==> src/cnnlsf_pkg.sv <==
// Purpose: shared constants for the layer sum feed control block
// Assumes: apb, 32-bit data, one aligned word per register
// Notes: reset values of all fields are zero
package cnnlsf_pkg;
   localparam logic [11:0] CNNLSF_LCW0_OFFSET = 12'h590;
   localparam int CNNLSF_WIDE_BIT = 16;
   localparam int CNNLSF_FEED_HI = 15;
   localparam int CNNLSF_FEED_LO = 12;
   localparam int CNNLSF_GSRC_BIT = 11;
   localparam int CNNLSF_LOW_HI = 10;
   localparam logic [31:0] CNNLSF_LCW0_WMASK = 32'h0001_FFFF;
   localparam logic [31:0] CNNLSF_LCW0_RESET = 32'h0000_0000;
   localparam int CNNLSF_PSUM_W = 26;
   localparam int CNNLSF_ACC_W = 32;
   localparam int CNNLSF_SDATA_W = 32;
   localparam int CNNLSF_ADDR_W = 17;
   localparam int CNNLSF_NPROC = 4;
endpackage

==> src/cnnlsf_feed_add.sv <==
// Purpose: gated sign-extending adder of one neighbour partial sum
// Assumes: partial sums are signed two's complement
// Notes: combinational, instantiated once per neighbour
`timescale 1ns/1ps
`default_nettype none
module cnnlsf_feed_add
   import cnnlsf_pkg::*;
(
   // operands
   input wire logic en,
   input wire logic [CNNLSF_PSUM_W-1:0] psum,
   input wire logic [CNNLSF_ACC_W-1:0] acc_in,
   // result
   output logic [CNNLSF_ACC_W-1:0] acc_out
);
   logic [CNNLSF_ACC_W-1:0] ext;
   always_comb begin
      // disabled feed forces the added sign-extended value to zero
      ext = en ? {{(CNNLSF_ACC_W-CNNLSF_PSUM_W){psum[CNNLSF_PSUM_W-1]}}, psum} : '0;
      acc_out = acc_in + ext;
   end
endmodule
`default_nettype wire

==> src/cnnlsf_top.sv <==
// Purpose: layer control word zero upper fields and sum feed datapath
// Assumes: one quadrant processor, identified by proc_id input
// Notes: results registered one cycle after inputs
// Operation
// wide bit writes raw 32-bit accumulator
// feed bits add neighbour 26-bit sums
// feed bits map rotating from next processor
// zero feed field zeroes partial sum bus
// global source bit selects global bus data
// four global buses, one per processor
// combined mode shares one sram address
// combined mode takes data from processor zero; the code does so only when the global source bit is set
// reserved bits read zero, writes ignored
`timescale 1ns/1ps
`default_nettype none
module cnnlsf_top
   import cnnlsf_pkg::*;
(
   // clock and reset
   input wire logic pclk,
   input wire logic presetn,
   // apb slave
   input wire logic psel,
   input wire logic penable,
   input wire logic pwrite,
   input wire logic [11:0] paddr,
   input wire logic [31:0] pwdata,
   output logic [31:0] prdata,
   output logic pready,
   output logic pslverr,
   // local processor
   input wire logic [1:0] proc_id,
   input wire logic [CNNLSF_ACC_W-1:0] local_acc,
   input wire logic [CNNLSF_SDATA_W-1:0] scaled_result,
   input wire logic [CNNLSF_ADDR_W-1:0] local_addr,
   // neighbour partial sums indexed by absolute processor number
   input wire logic [CNNLSF_PSUM_W-1:0] psum_in [CNNLSF_NPROC],
   // global data buses driven by each processor
   input wire logic [CNNLSF_SDATA_W-1:0] gbus_in [CNNLSF_NPROC],
   input wire logic [CNNLSF_ADDR_W-1:0] gaddr_in [CNNLSF_NPROC],
   input wire logic combine_all,
   // outputs
   output logic [CNNLSF_SDATA_W-1:0] gbus_out,
   output logic [CNNLSF_PSUM_W-1:0] psum_bus,
   output logic [CNNLSF_ACC_W-1:0] acc_total,
   output logic [CNNLSF_SDATA_W-1:0] sram_wdata,
   output logic [CNNLSF_ADDR_W-1:0] sram_addr,
   output logic [16:0] low_fields
);
   logic [31:0] lcw0_q, lcw0_d;
   logic [31:0] prdata_q, prdata_d;
   logic pready_q, pready_d, pslverr_q, pslverr_d;
   logic hit, access, done;

   always_comb begin
      hit = (paddr[11:2] == CNNLSF_LCW0_OFFSET[11:2]);
      access = psel && penable && !pready_q;
      done = psel && penable && pready_q;
      lcw0_d = lcw0_q;
      prdata_d = prdata_q;
      pready_d = access;
      pslverr_d = 1'b0;
      if (access) begin
         pslverr_d = !hit;
         prdata_d = 32'h0000_0000;
         if (hit && !pwrite) begin
            prdata_d = lcw0_q & CNNLSF_LCW0_WMASK;
         end
      end
      // commit only on the completing edge, so a stretched access never writes early
      if (done && hit && pwrite) begin
         lcw0_d = pwdata & CNNLSF_LCW0_WMASK;
      end
   end

   always_ff @(posedge pclk or negedge presetn) begin
      if (!presetn) begin
         lcw0_q <= CNNLSF_LCW0_RESET;
         prdata_q <= 32'h0000_0000;
         pready_q <= 1'b0;
         pslverr_q <= 1'b0;
      end else begin
         lcw0_q <= lcw0_d;
         prdata_q <= prdata_d;
         pready_q <= pready_d;
         pslverr_q <= pslverr_d;
      end
   end

   assign prdata = prdata_q;
   assign pready = pready_q;
   assign pslverr = pslverr_q;

   logic wide_en, gsrc_en;
   logic [3:0] feed_sel;
   always_comb begin
      wide_en = lcw0_q[CNNLSF_WIDE_BIT];
      gsrc_en = lcw0_q[CNNLSF_GSRC_BIT];
      feed_sel = lcw0_q[CNNLSF_FEED_HI:CNNLSF_FEED_LO];
   end

   // neighbour mapping: bit k (1 to 3) selects processor (id+k) mod 4; bit 0 is unused
   logic [CNNLSF_PSUM_W-1:0] nb_psum [1:3];
   logic [CNNLSF_ACC_W-1:0] chain [0:3];
   assign chain[0] = local_acc;
   genvar k;
   generate
      for (k = 1; k < 4; k++) begin : g_feed
         logic [1:0] src;
         assign src = proc_id + 2'(k);
         assign nb_psum[k] = psum_in[src];
         cnnlsf_feed_add u_add (
            .en(feed_sel[k]),
            .psum(nb_psum[k]),
            .acc_in(chain[k-1]),
            .acc_out(chain[k])
         );
      end
   endgenerate

   logic [CNNLSF_PSUM_W-1:0] psum_bus_q, psum_bus_d;
   logic [CNNLSF_ACC_W-1:0] acc_q, acc_d;
   logic [CNNLSF_SDATA_W-1:0] wdata_q, wdata_d, gbus_q, gbus_d;
   logic [CNNLSF_ADDR_W-1:0] addr_q, addr_d;
   logic [16:0] low_q, low_d;

   always_comb begin
      // bus shows the ored selected sums; zero when the field is clear
      psum_bus_d = '0;
      for (int i = 1; i < 4; i++) begin
         if (feed_sel[i]) begin
            psum_bus_d = psum_bus_d | nb_psum[i];
         end
      end
      if (feed_sel == 4'h0) begin
         psum_bus_d = '0;
      end
      acc_d = chain[3];
      gbus_d = wide_en ? local_acc : scaled_result;
      if (gsrc_en) begin
         // combined quadrants: processor zero supplies write data
         wdata_d = combine_all ? gbus_in[0] : gbus_in[proc_id];
      end else begin
         wdata_d = wide_en ? chain[3] : scaled_result;
      end
      addr_d = combine_all ? gaddr_in[0] : local_addr;
      low_d = lcw0_q[CNNLSF_WIDE_BIT:0];
   end

   always_ff @(posedge pclk or negedge presetn) begin
      if (!presetn) begin
         psum_bus_q <= '0;
         acc_q <= '0;
         wdata_q <= '0;
         gbus_q <= '0;
         addr_q <= '0;
         low_q <= '0;
      end else begin
         psum_bus_q <= psum_bus_d;
         acc_q <= acc_d;
         wdata_q <= wdata_d;
         gbus_q <= gbus_d;
         addr_q <= addr_d;
         low_q <= low_d;
      end
   end

   assign psum_bus = psum_bus_q;
   assign acc_total = acc_q;
   assign sram_wdata = wdata_q;
   assign gbus_out = gbus_q;
   assign sram_addr = addr_q;
   assign low_fields = low_q;
endmodule
`default_nettype wire

==> config.mk <==
export PLATFORM = sky130hd
export DESIGN_NAME = cnnlsf_top
export DESIGN_NICKNAME = d
export VERILOG_FILES = /design/src/cnnlsf_pkg.sv /design/src/cnnlsf_feed_add.sv /design/src/cnnlsf_top.sv
export SDC_FILE = /design/constraint.sdc
export NUM_CORES = 1
export LEC_CHECK = 0
export CAP_MARGIN = 0
export CORE_AREA = 4 4 243 245
export DETAILED_ROUTE_END_ITERATION = 10
export DIE_AREA = 0 0 247 249
export DONT_BUFFER_PORTS = 1
export MAX_ROUTING_LAYER = met4
export SYNTH_ARGS = -nofsm -noshare
export SYNTH_HDL_FRONTEND = slang
export SYNTH_HIERARCHICAL = 1
export SYNTH_SLANG_ARGS = --single-unit
==> constraint.sdc <==
create_clock -name pclk -period 5.7 [get_ports pclk]
set_clock_uncertainty 0.15 [all_clocks]
set_input_delay 1.14 -clock pclk [delete_from_list [all_inputs] [get_ports pclk]]
set_output_delay 1.14 -clock pclk [all_outputs]
set_load 0.01 [all_outputs]
==> impl_metrics.ini, run 1 <==
[setup_path]
endpoint_kind = register
cp.arrival_ps = 6960
crit_fanout = 172
critical_path_class = primary input to register
cp.required_ps = 5960
slowest_stage = mux4_2
start_kind = primary input
path_delay_family = compound AO/OA/AOI/OAI gates
cp.buffers_inverters = 3
crit_start = proc_id[1]
slowest_delay_ps = 580
worst_path_most_repeated_cell = buf_4
timing.rr.start = lcw0_q[13]$_DFFE_PN0P_

[power]
seqPwrFrac_pct = 43.0
internal-power_w = 0.00238
switching_share_pct = 30.4
p_comb_share_pct = 18.5
total_leakage_power_nw = 10.0
power_density_nw_per_um2 = 159
clkPwrFrac_pct = 38.5
ir_drop_mv = 0.191
p_sw_w = 0.00104

[min_path]
hold_class = primary input to async pin

[yosys]
yosys_register_bits = 192
netlist_area_um2 = 16300
syn_inst = 1864
postSynth.asyncResetShare_pct = 100
synth_flop_cell = dfrtp_1
synth_edf_count = 0
seq_area_frac_synth_pct = 29.5
ys_warn_count = 6
yosysUniqueCellTypes = 82
avgSynthCellArea_um2 = 8.75

[global_routing]
grt_util_met2_pct = 38.5
overflow = 0
grt_max_degree = 193
grt.busiest_layer = met2
met1_usage_pct = 27.4
grtUsageTotal_pct = 23.4
grt_pass1_vias = 15900
grt_pass1_wl_um = 105000
grt_antenna_before_repair = 12
use_met3_pct = 6.12

[sta]
period_minus_slack_ps = 6700
fmax_mhz = 149
period_share_pct = 118
worst_pin_slew_ps = 1010
hold-worst-slack_ps = 183
post-route-worst-setup-slack_ps = -1000
rsz0062_at_grt = yes
slew_headroom_pct = 32.8
drv_slew = 0
setup_viol = 42
hold_viol_final = 0

[floorplanning]
dieHeight_um = 249
placementRows = 88
dieArea_um2 = 61500
dieWidth_um = 247
start_util_pct = 28.5
ios = 623
core_area_um2 = 57100

[placed_design]
hpwlAfterDp_um = 58700
gp_congestion = 0.947
placed_cell_area_um2 = 19400
portBuffers = 0

[clocking]
clkLatencyLatePin_ps = 490
htree_levels = 4
cts_sinks = 192
cts_made_buffers = 17
path_clk_slew_ps = 80
root_buffer = clkbuf_16
clock_path_buffers = 2
cts_tree = yes

[finish]
drive_above_1_share_pct = 34.6
post-route-util_pct = 37.6
final_area_um2 = 21500
final_nets = 2695
areaGrowthSynthToFinish_pct = 31.7
fillers = 5722

[drt]
via_per_inst = 5.36
vias = 15800
ant_nets = 0
drc = 0
routed_wl_um = 73000
drt_pre_antenna_iters = 7
drt_iter0_drc = 1113
wl_per_cell_um = 24.7

[status]
violations = negative setup slack
outcome = complete, but fails checks

[job]
maxCapViolations = 0
==> cell type report <==
type	count	area [um2]	area share, %
inverters	26	97.6	0.454
diodes	9	22.5	0.105
clock inverters	13	183	0.850
repair buffers	399	3080	14.4
clock buffers	19	443	2.06
multi-input cells	1530	11900	55.3
flip-flops and latches	192	4810	22.4
well taps	765	957	4.46
==> stage by stage <==
stage          worst slack, ps  instances  TNS [ps]  total power [W]
2_1_floorplan            -1280       1878    -27990          0.00190
3_3_place_gp             -1600       2855    -51730          0.00206
3_5_place_dp             -1710       2855    -52590          0.00207
4_1_cts                   -905       2925    -22340          0.00343
5_1_grt                  -1180       2952    -34750          0.00355
6_report                 -1000       2953    -26440          0.00342
==> routing by layer <==
layer | vias to the layer above | wire length [um]
li1 | 7300 | -
met1 | 7770 | 29400
met2 | 653 | 35600
met3 | 113 | 5430
met4 | 0 | 2660
met5 | - | 0
==> timing repair <==
action	4_1_cts	5_1_grt
setup endpoints to repair	42	44
pin swaps	99	73
buffers inserted	42	20
gates resized for setup	122	80
hold buffers	0	0
==> flip-flops by register name, indices dropped and copies added (netlist names) <==
register and count:
acc_total 32, pslverr 1, sram_wdata 32, gbus_out 32, prdata 17, pready 1, psum_bus 26, lcw0_q 17
low_fields 17, sram_addr 17
==> kinds of logic after synthesis <==
group / count (synthesis) / share of synthesized area (%)
AND/OR/NAND/NOR: 679 / 19.2
adder cells (fa/ha/maj): 96 / 7.50
AO/OA/AOI/OAI: 478 / 20.0
buffers and inverters: 156 / 4.79
flip-flops: 192 / 29.5
multiplexers: 175 / 14.4
other: 1 / 0.0230
XOR/XNOR: 87 / 4.67
==> synth_stat cells, drive strengths merged (11+ instances only) <==
cell type    n  area [um2]
nand2      253         950
nor2       206         773
dfrtp      192        4800
a21oi      162         815
mux2       112        1390
ha          93        1160
and2        84         526
o21ai       82         414
clkbuf      68         255
buf         62         428
xnor2       55         482
a21o        42         317
mux2i       37         370
nand2b      37         231
a211o       36         315
a32oi       32         280
xor2        32         280
mux4        26         586
a222oi      25         250
inv         24        90.1
nand3       23         145
nand4       20         140
nor3        18        90.1
a31oi       13         109
o21a        12        90.1
and3        11        68.8
o21bai      11        97.6
==> power groups by stage <==
stage	clock network [W]	logic [W]	registers (W)
floorplan	0	0.000426	0.00147
global placement	0	0.000570	0.00149
detailed placement	0	0.000574	0.00149
CTS	0.00135	0.000609	0.00147
global route	0.00140	0.000682	0.00147
finish	0.00132	0.000632	0.00147
==> placed cells by master (no fill, tap or decap), types with 12 or more instances in the layout <==
| cell type | n |
|---|---|
| ha_4 | 12 |
| mux2_4 | 34 |
| mux2_2 | 76 |
| o21ai_2 | 13 |
| nand3_1 | 17 |
| xor2_1 | 27 |
| and2_1 | 80 |
| inv_1 | 23 |
| dfrtp_1 | 189 |
| a211o_1 | 36 |
| a21o_1 | 41 |
| mux2i_1 | 37 |
| nand2b_1 | 37 |
| nand2_1 | 244 |
| a21oi_1 | 120 |
| nand4_1 | 19 |
| nor3_1 | 15 |
| buf_6 | 20 |
| buf_4 | 378 |
| o21ai_1 | 23 |
| a32oi_1 | 31 |
| conb_1 | 15 |
| a222oi_1 | 25 |
| a21oi_2 | 35 |
| nor2_1 | 198 |
| mux4_2 | 26 |
| ha_1 | 73 |
| clkbuf_16 | 17 |
| o21ai_0 | 44 |
| xnor2_1 | 45 |
==> worst paths after layout <==
check	to	cells after the start	slack, ps
worst max-delay path	sram_wdata[31]$_DFF_PN0_	30	-1000
worst min register to register	low_fields[4]$_DFF_PN0_	0	260
min in group pclk	low_fields[4]$_DFF_PN0_	0	260
worst min-delay path	prdata[11]$_DFFE_PN0P_	0	180
worst max register to register	sram_wdata[31]$_DFF_PN0_	31	-360
max in group asynchronous	psum_bus[16]$_DFF_PN0_	0	4890
==> worst reg2reg max path, delay by kind of cell (launching register included) <==
| kind | cells | cell delay (ps) |
|---|---|---|
| DFF | 1 | 440 |
| buffers and inverters | 5 | 720 |
| xor gates and xnor gates | 3 | 470 |
| adders and majority gates | 3 | 900 |
| and+or+nand+nor | 8 | 1490 |
| AOI/OAI and AO/OA | 12 | 1830 |
Note: power is estimated with default switching activity, not from simulation.
==> run 2, diff against run 1 <==
- CELL_PAD_IN_SITES_DETAIL_PLACEMENT: not set -> 0
- CELL_PAD_IN_SITES_GLOBAL_PLACEMENT: not set -> 1
- PLACE_DENSITY_LB_ADDON: not set -> 0.1
==> run 2 against run 1 <==
The run still ends with negative setup slack left; clock power about the same; fmax up 0.36%; highest routed layer unchanged; routed wire length about the same; via count down 3.1%; worst setup slack better by 24 ps; sequential power about the same; flip-flop and latch count unchanged; combinational power about the same; final area up 0.54%.
==> impl_metrics.ini, run 2 (synthesis gave the netlist of run 1 again) <==
[finish]
areaGrowthSynthToFinish_pct = 32.4
post-route-util_pct = 37.8
final_common_cell = buf_4
drive_above_1_share_pct = 35.3
mostFrequentLayoutCells = buf_4, nand2_1, nor2_1
final_nets = 2682

[clocking]
cts_tree = yes
cts_made_buffers = 17
clock_path_buffers = 2
path_clk_slew_ps = 90
cts.hold.buffers_added = 0
cts_sinks = 192
root_buffer = clkbuf_16
htree_levels = 4
clkLatencyLatePin_ps = 500

[power]
ir_drop_mv = 0.233
power_density_nw_per_um2 = 158
total_leakage_power_nw = 9.98

[global_routing]
grt_antenna_before_repair = 5
grt_max_degree = 193
grt_pass1_vias = 15500
overflow = 0
grtUsageTotal_pct = 23.4
grt_pass1_wl_um = 104000

[floorplanning]
core_area_um2 = 57100
ios = 623
dieArea_um2 = 61500
placementRows = 88
start_util_pct = 28.5
dieWidth_um = 247
dieHeight_um = 249

[placed_design]
gp_congestion = 0.879
hpwlAfterDp_um = 58100
portBuffers = 0
post-place-ws_ps = -1730

[setup_path]
critPathCapture = sram_wdata[29]$_DFF_PN0_
worst_path_most_repeated_cell = buf_4
timing.rr.start = lcw0_q[13]$_DFFE_PN0P_
start_kind = primary input
crit_fanout = 172
rrSetupSlack_ps = -360
cp.required_ps = 5970
reg2regPathDepth = 29
r2r_end = sram_wdata[29]$_DFF_PN0_
slowest_stage = mux4_2
slowest_delay_ps = 550
crit_start = proc_id[1]
critical_path_class = primary input to register
cp.arrival_ps = 6940
endpoint_kind = register

[drt]
vias = 15300
drc = 0
wl_met3_um = 4290
wl_per_cell_um = 24.9
wl_met2_um = 35900
ant_nets = 0
drt_iter0_drc = 1072
route.top_layer_used = met4
drt_pre_antenna_iters = 8
routed_wl_um = 73100
via_per_inst = 5.23
wl_met1_um = 30900

[status]
outcome = complete, but fails checks
violations = negative setup slack

[sta]
drv_slew = 0
setup_viol = 39
worst_pin_slew_ps = 1090
slew_headroom_pct = 27.4
period_share_pct = 117
fmax_mhz = 150
rsz0062_at_grt = yes
hold_viol_final = 0
post-route-worst-setup-slack_ps = -979
hold-worst-slack_ps = 170
period_minus_slack_ps = 6680

[min_path]
hold_class = primary input to async pin

[job]
maxCapViolations = 0
-- run 2: cell types whose count changed in the layout (fill, tap and decap cells not counted), sizes merged --
cell      previous run  this run
clkinv               6         8
clkinvlp             0         1
bufinv               1         0
buf                399       386
diode                9         3
clkbuf              19        17
-- run 2: stage by stage --
stage,TNS (ps),std cells,total power (W),area (um2)
6_report,-21810,2934,0.00342,21600
3_5_place_dp,-55760,2846,0.00207,19400
2_1_floorplan,-27990,1878,0.00190,16700
4_1_cts,-19540,2902,0.00345,20900
5_1_grt,-30610,2934,0.00358,21600
3_3_place_gp,-54730,2846,0.00207,19400
-- run 2: cell type report --
| class | count | area (um2) |
|---|---|---|
| antenna | 3 | 7.51 |
| clock buffer | 17 | 425 |
| clock inverter | 15 | 198 |
| fill | 5808 | 35500 |
| inverter | 26 | 97.6 |
| multi-input combinational | 1530 | 12000 |
| sequential | 192 | 4810 |
| tap | 765 | 957 |
| timing repair buffer | 386 | 3060 |
-- run 2: worst max-delay path: cells and delay by family --
family / cells / cell delay, ps
mux: 1 / 550
fa+ha+maj: 3 / 900
compound gates: 12 / 2170
simple gates: 6 / 1100
xor+xnor: 2 / 230
buf+inv: 6 / 740
-- run 2: routing by layer --
| metal | up-vias | track usage, % |
|---|---|---|
| met5 | - | - |
| met4 | 0 | 6.74 |
| met3 | 70 | 5.19 |
| met2 | 466 | 38.7 |
| met1 | 7528 | 28.6 |
| li1 | 7275 | - |
-- run 2: worst min path at each step --
stage / from / endpoint / slack [ps] / cells after the start
floorplan: lcw0_q[16]$_DFFE_PN0P_ / low_fields[16]$_DFF_PN0_ / 200 / 0
global placement: lcw0_q[3]$_DFFE_PN0P_ / low_fields[3]$_DFF_PN0_ / 230 / 0
detailed placement: lcw0_q[1]$_DFFE_PN0P_ / low_fields[1]$_DFF_PN0_ / 230 / 0
CTS: presetn / sram_wdata[13]$_DFF_PN0_ / 120 / 0
global route: presetn / prdata[6]$_DFFE_PN0P_ / 130 / 0
finish: presetn / prdata[6]$_DFFE_PN0P_ / 170 / 0
-- run 2: repair_timing --
item / 4_1_cts / 5_1_grt
pin swaps: 75 / 89
resized for setup: 142 / 100
buffers inserted: 28 / 31
setup endpoints to repair: 42 / 44
-- run 2: where the power goes --
| part | total (W) | switching [W] | internal [W] |
|---|---|---|---|
| clock | 0.00132 | 0.000717 | 0.000606 |
| sequential | 0.00147 | 0.0000615 | 0.00141 |
| combinational | 0.000629 | 0.000313 | 0.000317 |
| total | 0.00342 | 0.00109 | 0.00233 |
==> run 3, diff against run 2 <==
- CORE_AREA: 4 4 243 245 -> 4 4 244 246
- DIE_AREA: 0 0 247 249 -> 0 0 248 250
- SYNTH_HIERARCHICAL: 1 -> not set
==> run 3 against run 2 <==
The flow now finishes without violations; final area shrank 30%; critical path depth is 14 lower; die area is 0.81% higher; critical path type unchanged; critical endpoint is now sram_wdata[17]$_DFF_PN0_; largest power group unchanged.
==> impl_metrics.ini, run 3 <==
[setup_path]
r2r_end = sram_wdata[17]$_DFF_PN0_
reg2regPathDepth = 19
path_delay_family = adder cells
start_kind = primary input
slowest_delay_ps = 490
worst_path_most_repeated_cell = fa_1
rrSetupSlack_ps = 660
cp.required_ps = 5920
endpoint_kind = register
crit_chain = mux2_2 > nor2_1 > nor3b_1 > fa_1 > fa_1 > ha_1 > fa_1 > a21o_1 > nand4_1 > a21oi_1 > o31a_1 > o21a_1 > or3_1 > a31oi_1 > buf_4 > o21ai_1
critical_path_class = primary input to register
cp.buffers_inverters = 1
timing.rr.start = lcw0_q[13]$_DFFE_PN0P_
slowest_stage = fa_1
cp.arrival_ps = 5500
crit_fanout = 161

[sta]
hold-worst-slack_ps = 180
period_share_pct = 92.7
post-route-worst-setup-slack_ps = 418
setup_viol = 0
drv_slew = 0
period_minus_slack_ps = 5280
worst_pin_slew_ps = 988
fmax_mhz = 189
rsz0062_at_grt = no
slew_headroom_pct = 34.0
hold_viol_final = 0
fin_tns_setup_ps = 0

[placed_design]
post-place-cells = 2065
gp_congestion = 0.777
portBuffers = 0
post-place-ws_ps = -103
hpwlAfterDp_um = 46900

[finish]
final_common_cell = dfrtp_1
layout.cells.non_filler = 2100
mostFrequentLayoutCells = dfrtp_1, nand2_1, inv_1
areaGrowthSynthToFinish_pct = 12.0
fillers = 6148
drive_above_1_share_pct = 17.9
final_nets = 1845

[clocking]
post_cts_buffers = 0
cts_sinks = 192
cts_resized = 0
cts.hold.buffers_added = 0
cts_made_buffers = 17
htree_levels = 4
cts_tree = yes
root_buffer = clkbuf_16
clkLatencyLatePin_ps = 500
clock_path_buffers = 2
path_clk_slew_ps = 80

[floorplanning]
dieHeight_um = 250
core_area_um2 = 57400
dieWidth_um = 248
start_util_pct = 23.5
ios = 623
dieArea_um2 = 62000
placementRows = 88

[yosys]
synth_flop_cell = dfrtp_1
yosysTopAreaCellShare_pct = 35.6
synth_edf_count = 0
synth.most_common_cell = dfrtp_1
synth_common_cells = dfrtp_1, nand2_1, inv_1
yosysTopAreaCell = dfrtp_1
avgSynthCellArea_um2 = 10.1
yosysUniqueCellTypes = 73
yosys_register_bits = 192
syn_inst = 1331
postSynth.asyncResetShare_pct = 100
ys_warn_count = 0
synth.area.top_cells = dfrtp_1, fa_1, mux2_2
seq_area_frac_synth_pct = 35.6
netlist_area_um2 = 13500

[global_routing]
overflow = 0
grt_pass1_wl_um = 82900
grtUsageTotal_pct = 19.5
grt_max_degree = 193
grt_pass1_vias = 11000
grt_antenna_before_repair = 3

[drt]
drt_pre_antenna_iters = 4
vias = 10200
drc = 0
drt_iter0_drc = 521
routed_wl_um = 59500
ant_nets = 0
via_per_inst = 4.84
wl_per_cell_um = 28.3

[status]
outcome = complete, no violations

[power]
ir_drop_mv = 0.238
total_leakage_power_nw = 6.93
power_density_nw_per_um2 = 290
fin_total_pwr_w = 0.00439

[job]
maxCapViolations = 0

[min_path]
hold_class = primary input to async pin
==> run 3: cell count changes after synthesis, moves of 32 or more <==
cell      change
a32oi_1      -32
nand2_1     -110
nor2_1      -151
nor2b_1      +33
ha_1         -62
a21oi_1      -99
inv_1        +86
fa_1         +59
nand2b_1     -34
xnor2_1      -40
mux2_4       -34
and2_1       -79
==> run 3: kinds of logic after synthesis <==
group           after synthesis  synth area share [%]
simple gates                321                  11.2
compound gates              300                  14.9
buf+inv                     206                  6.34
mux                         192                  18.2
flops                       192                  35.6
fa+ha+maj                    93                  12.1
xor+xnor                     26                  1.69
other cells                   1                0.0278
==> run 3: power by group <==
part | switching (W) | internal, W | total, W
Combinational | 0.000636 | 0.000526 | 0.00116
Clock | 0.000728 | 0.000606 | 0.00133
Sequential | 0.000293 | 0.00160 | 0.00189
==> run 3: worst max-delay path by stage <==
stage	cells after the start	from	to
CTS	16	proc_id[1]	sram_wdata[17]$_DFF_PN0_
global placement	16	proc_id[1]	sram_wdata[17]$_DFF_PN0_
floorplan	19	proc_id[1]	sram_wdata[30]$_DFF_PN0_
finish	16	proc_id[1]	sram_wdata[17]$_DFF_PN0_
global route	19	proc_id[0]	sram_wdata[17]$_DFF_PN0_
detailed placement	16	proc_id[1]	sram_wdata[17]$_DFF_PN0_
==> run 3: worst reg2reg max path: cells and delay by family, from the launching register on <==
family,cells,cell delay [ps]
AOI/OAI and AO/OA,7,1290
adders and majority gates,3,1270
buffers and inverters,7,1280
DFF,1,390
and+or+nand+nor,2,540
==> run 3: per-layer routing <==
metal,vias to the layer above,global-route usage [%],wire (um)
li1,4633,-,-
met4,0,4.03,757
met5,-,-,0
met2,354,32.8,29800
met3,36,6.50,4760
met1,5134,22.7,24100
==> run 3: stage by stage <==
stage / instance area [um2] / util (%)
2_1_floorplan: 13600 / -
3_3_place_gp: 14500 / 25.3
3_5_place_dp: 14500 / 25.3
4_1_cts: 15100 / 26.4
5_1_grt: 15100 / 26.4
6_report: 15100 / 26.4
==> run 3: layout make-up <==
class | instances | area (um2) | share of cell area (%)
sequential | 192 | 4810 | 31.8
multi-input combinational | 947 | 7930 | 52.4
antenna | 3 | 7.51 | 0.0496
clock buffer | 17 | 425 | 2.81
inverter | 111 | 417 | 2.75
timing repair buffer | 50 | 388 | 2.56
clock inverter | 15 | 199 | 1.31
tap | 765 | 957 | 6.32
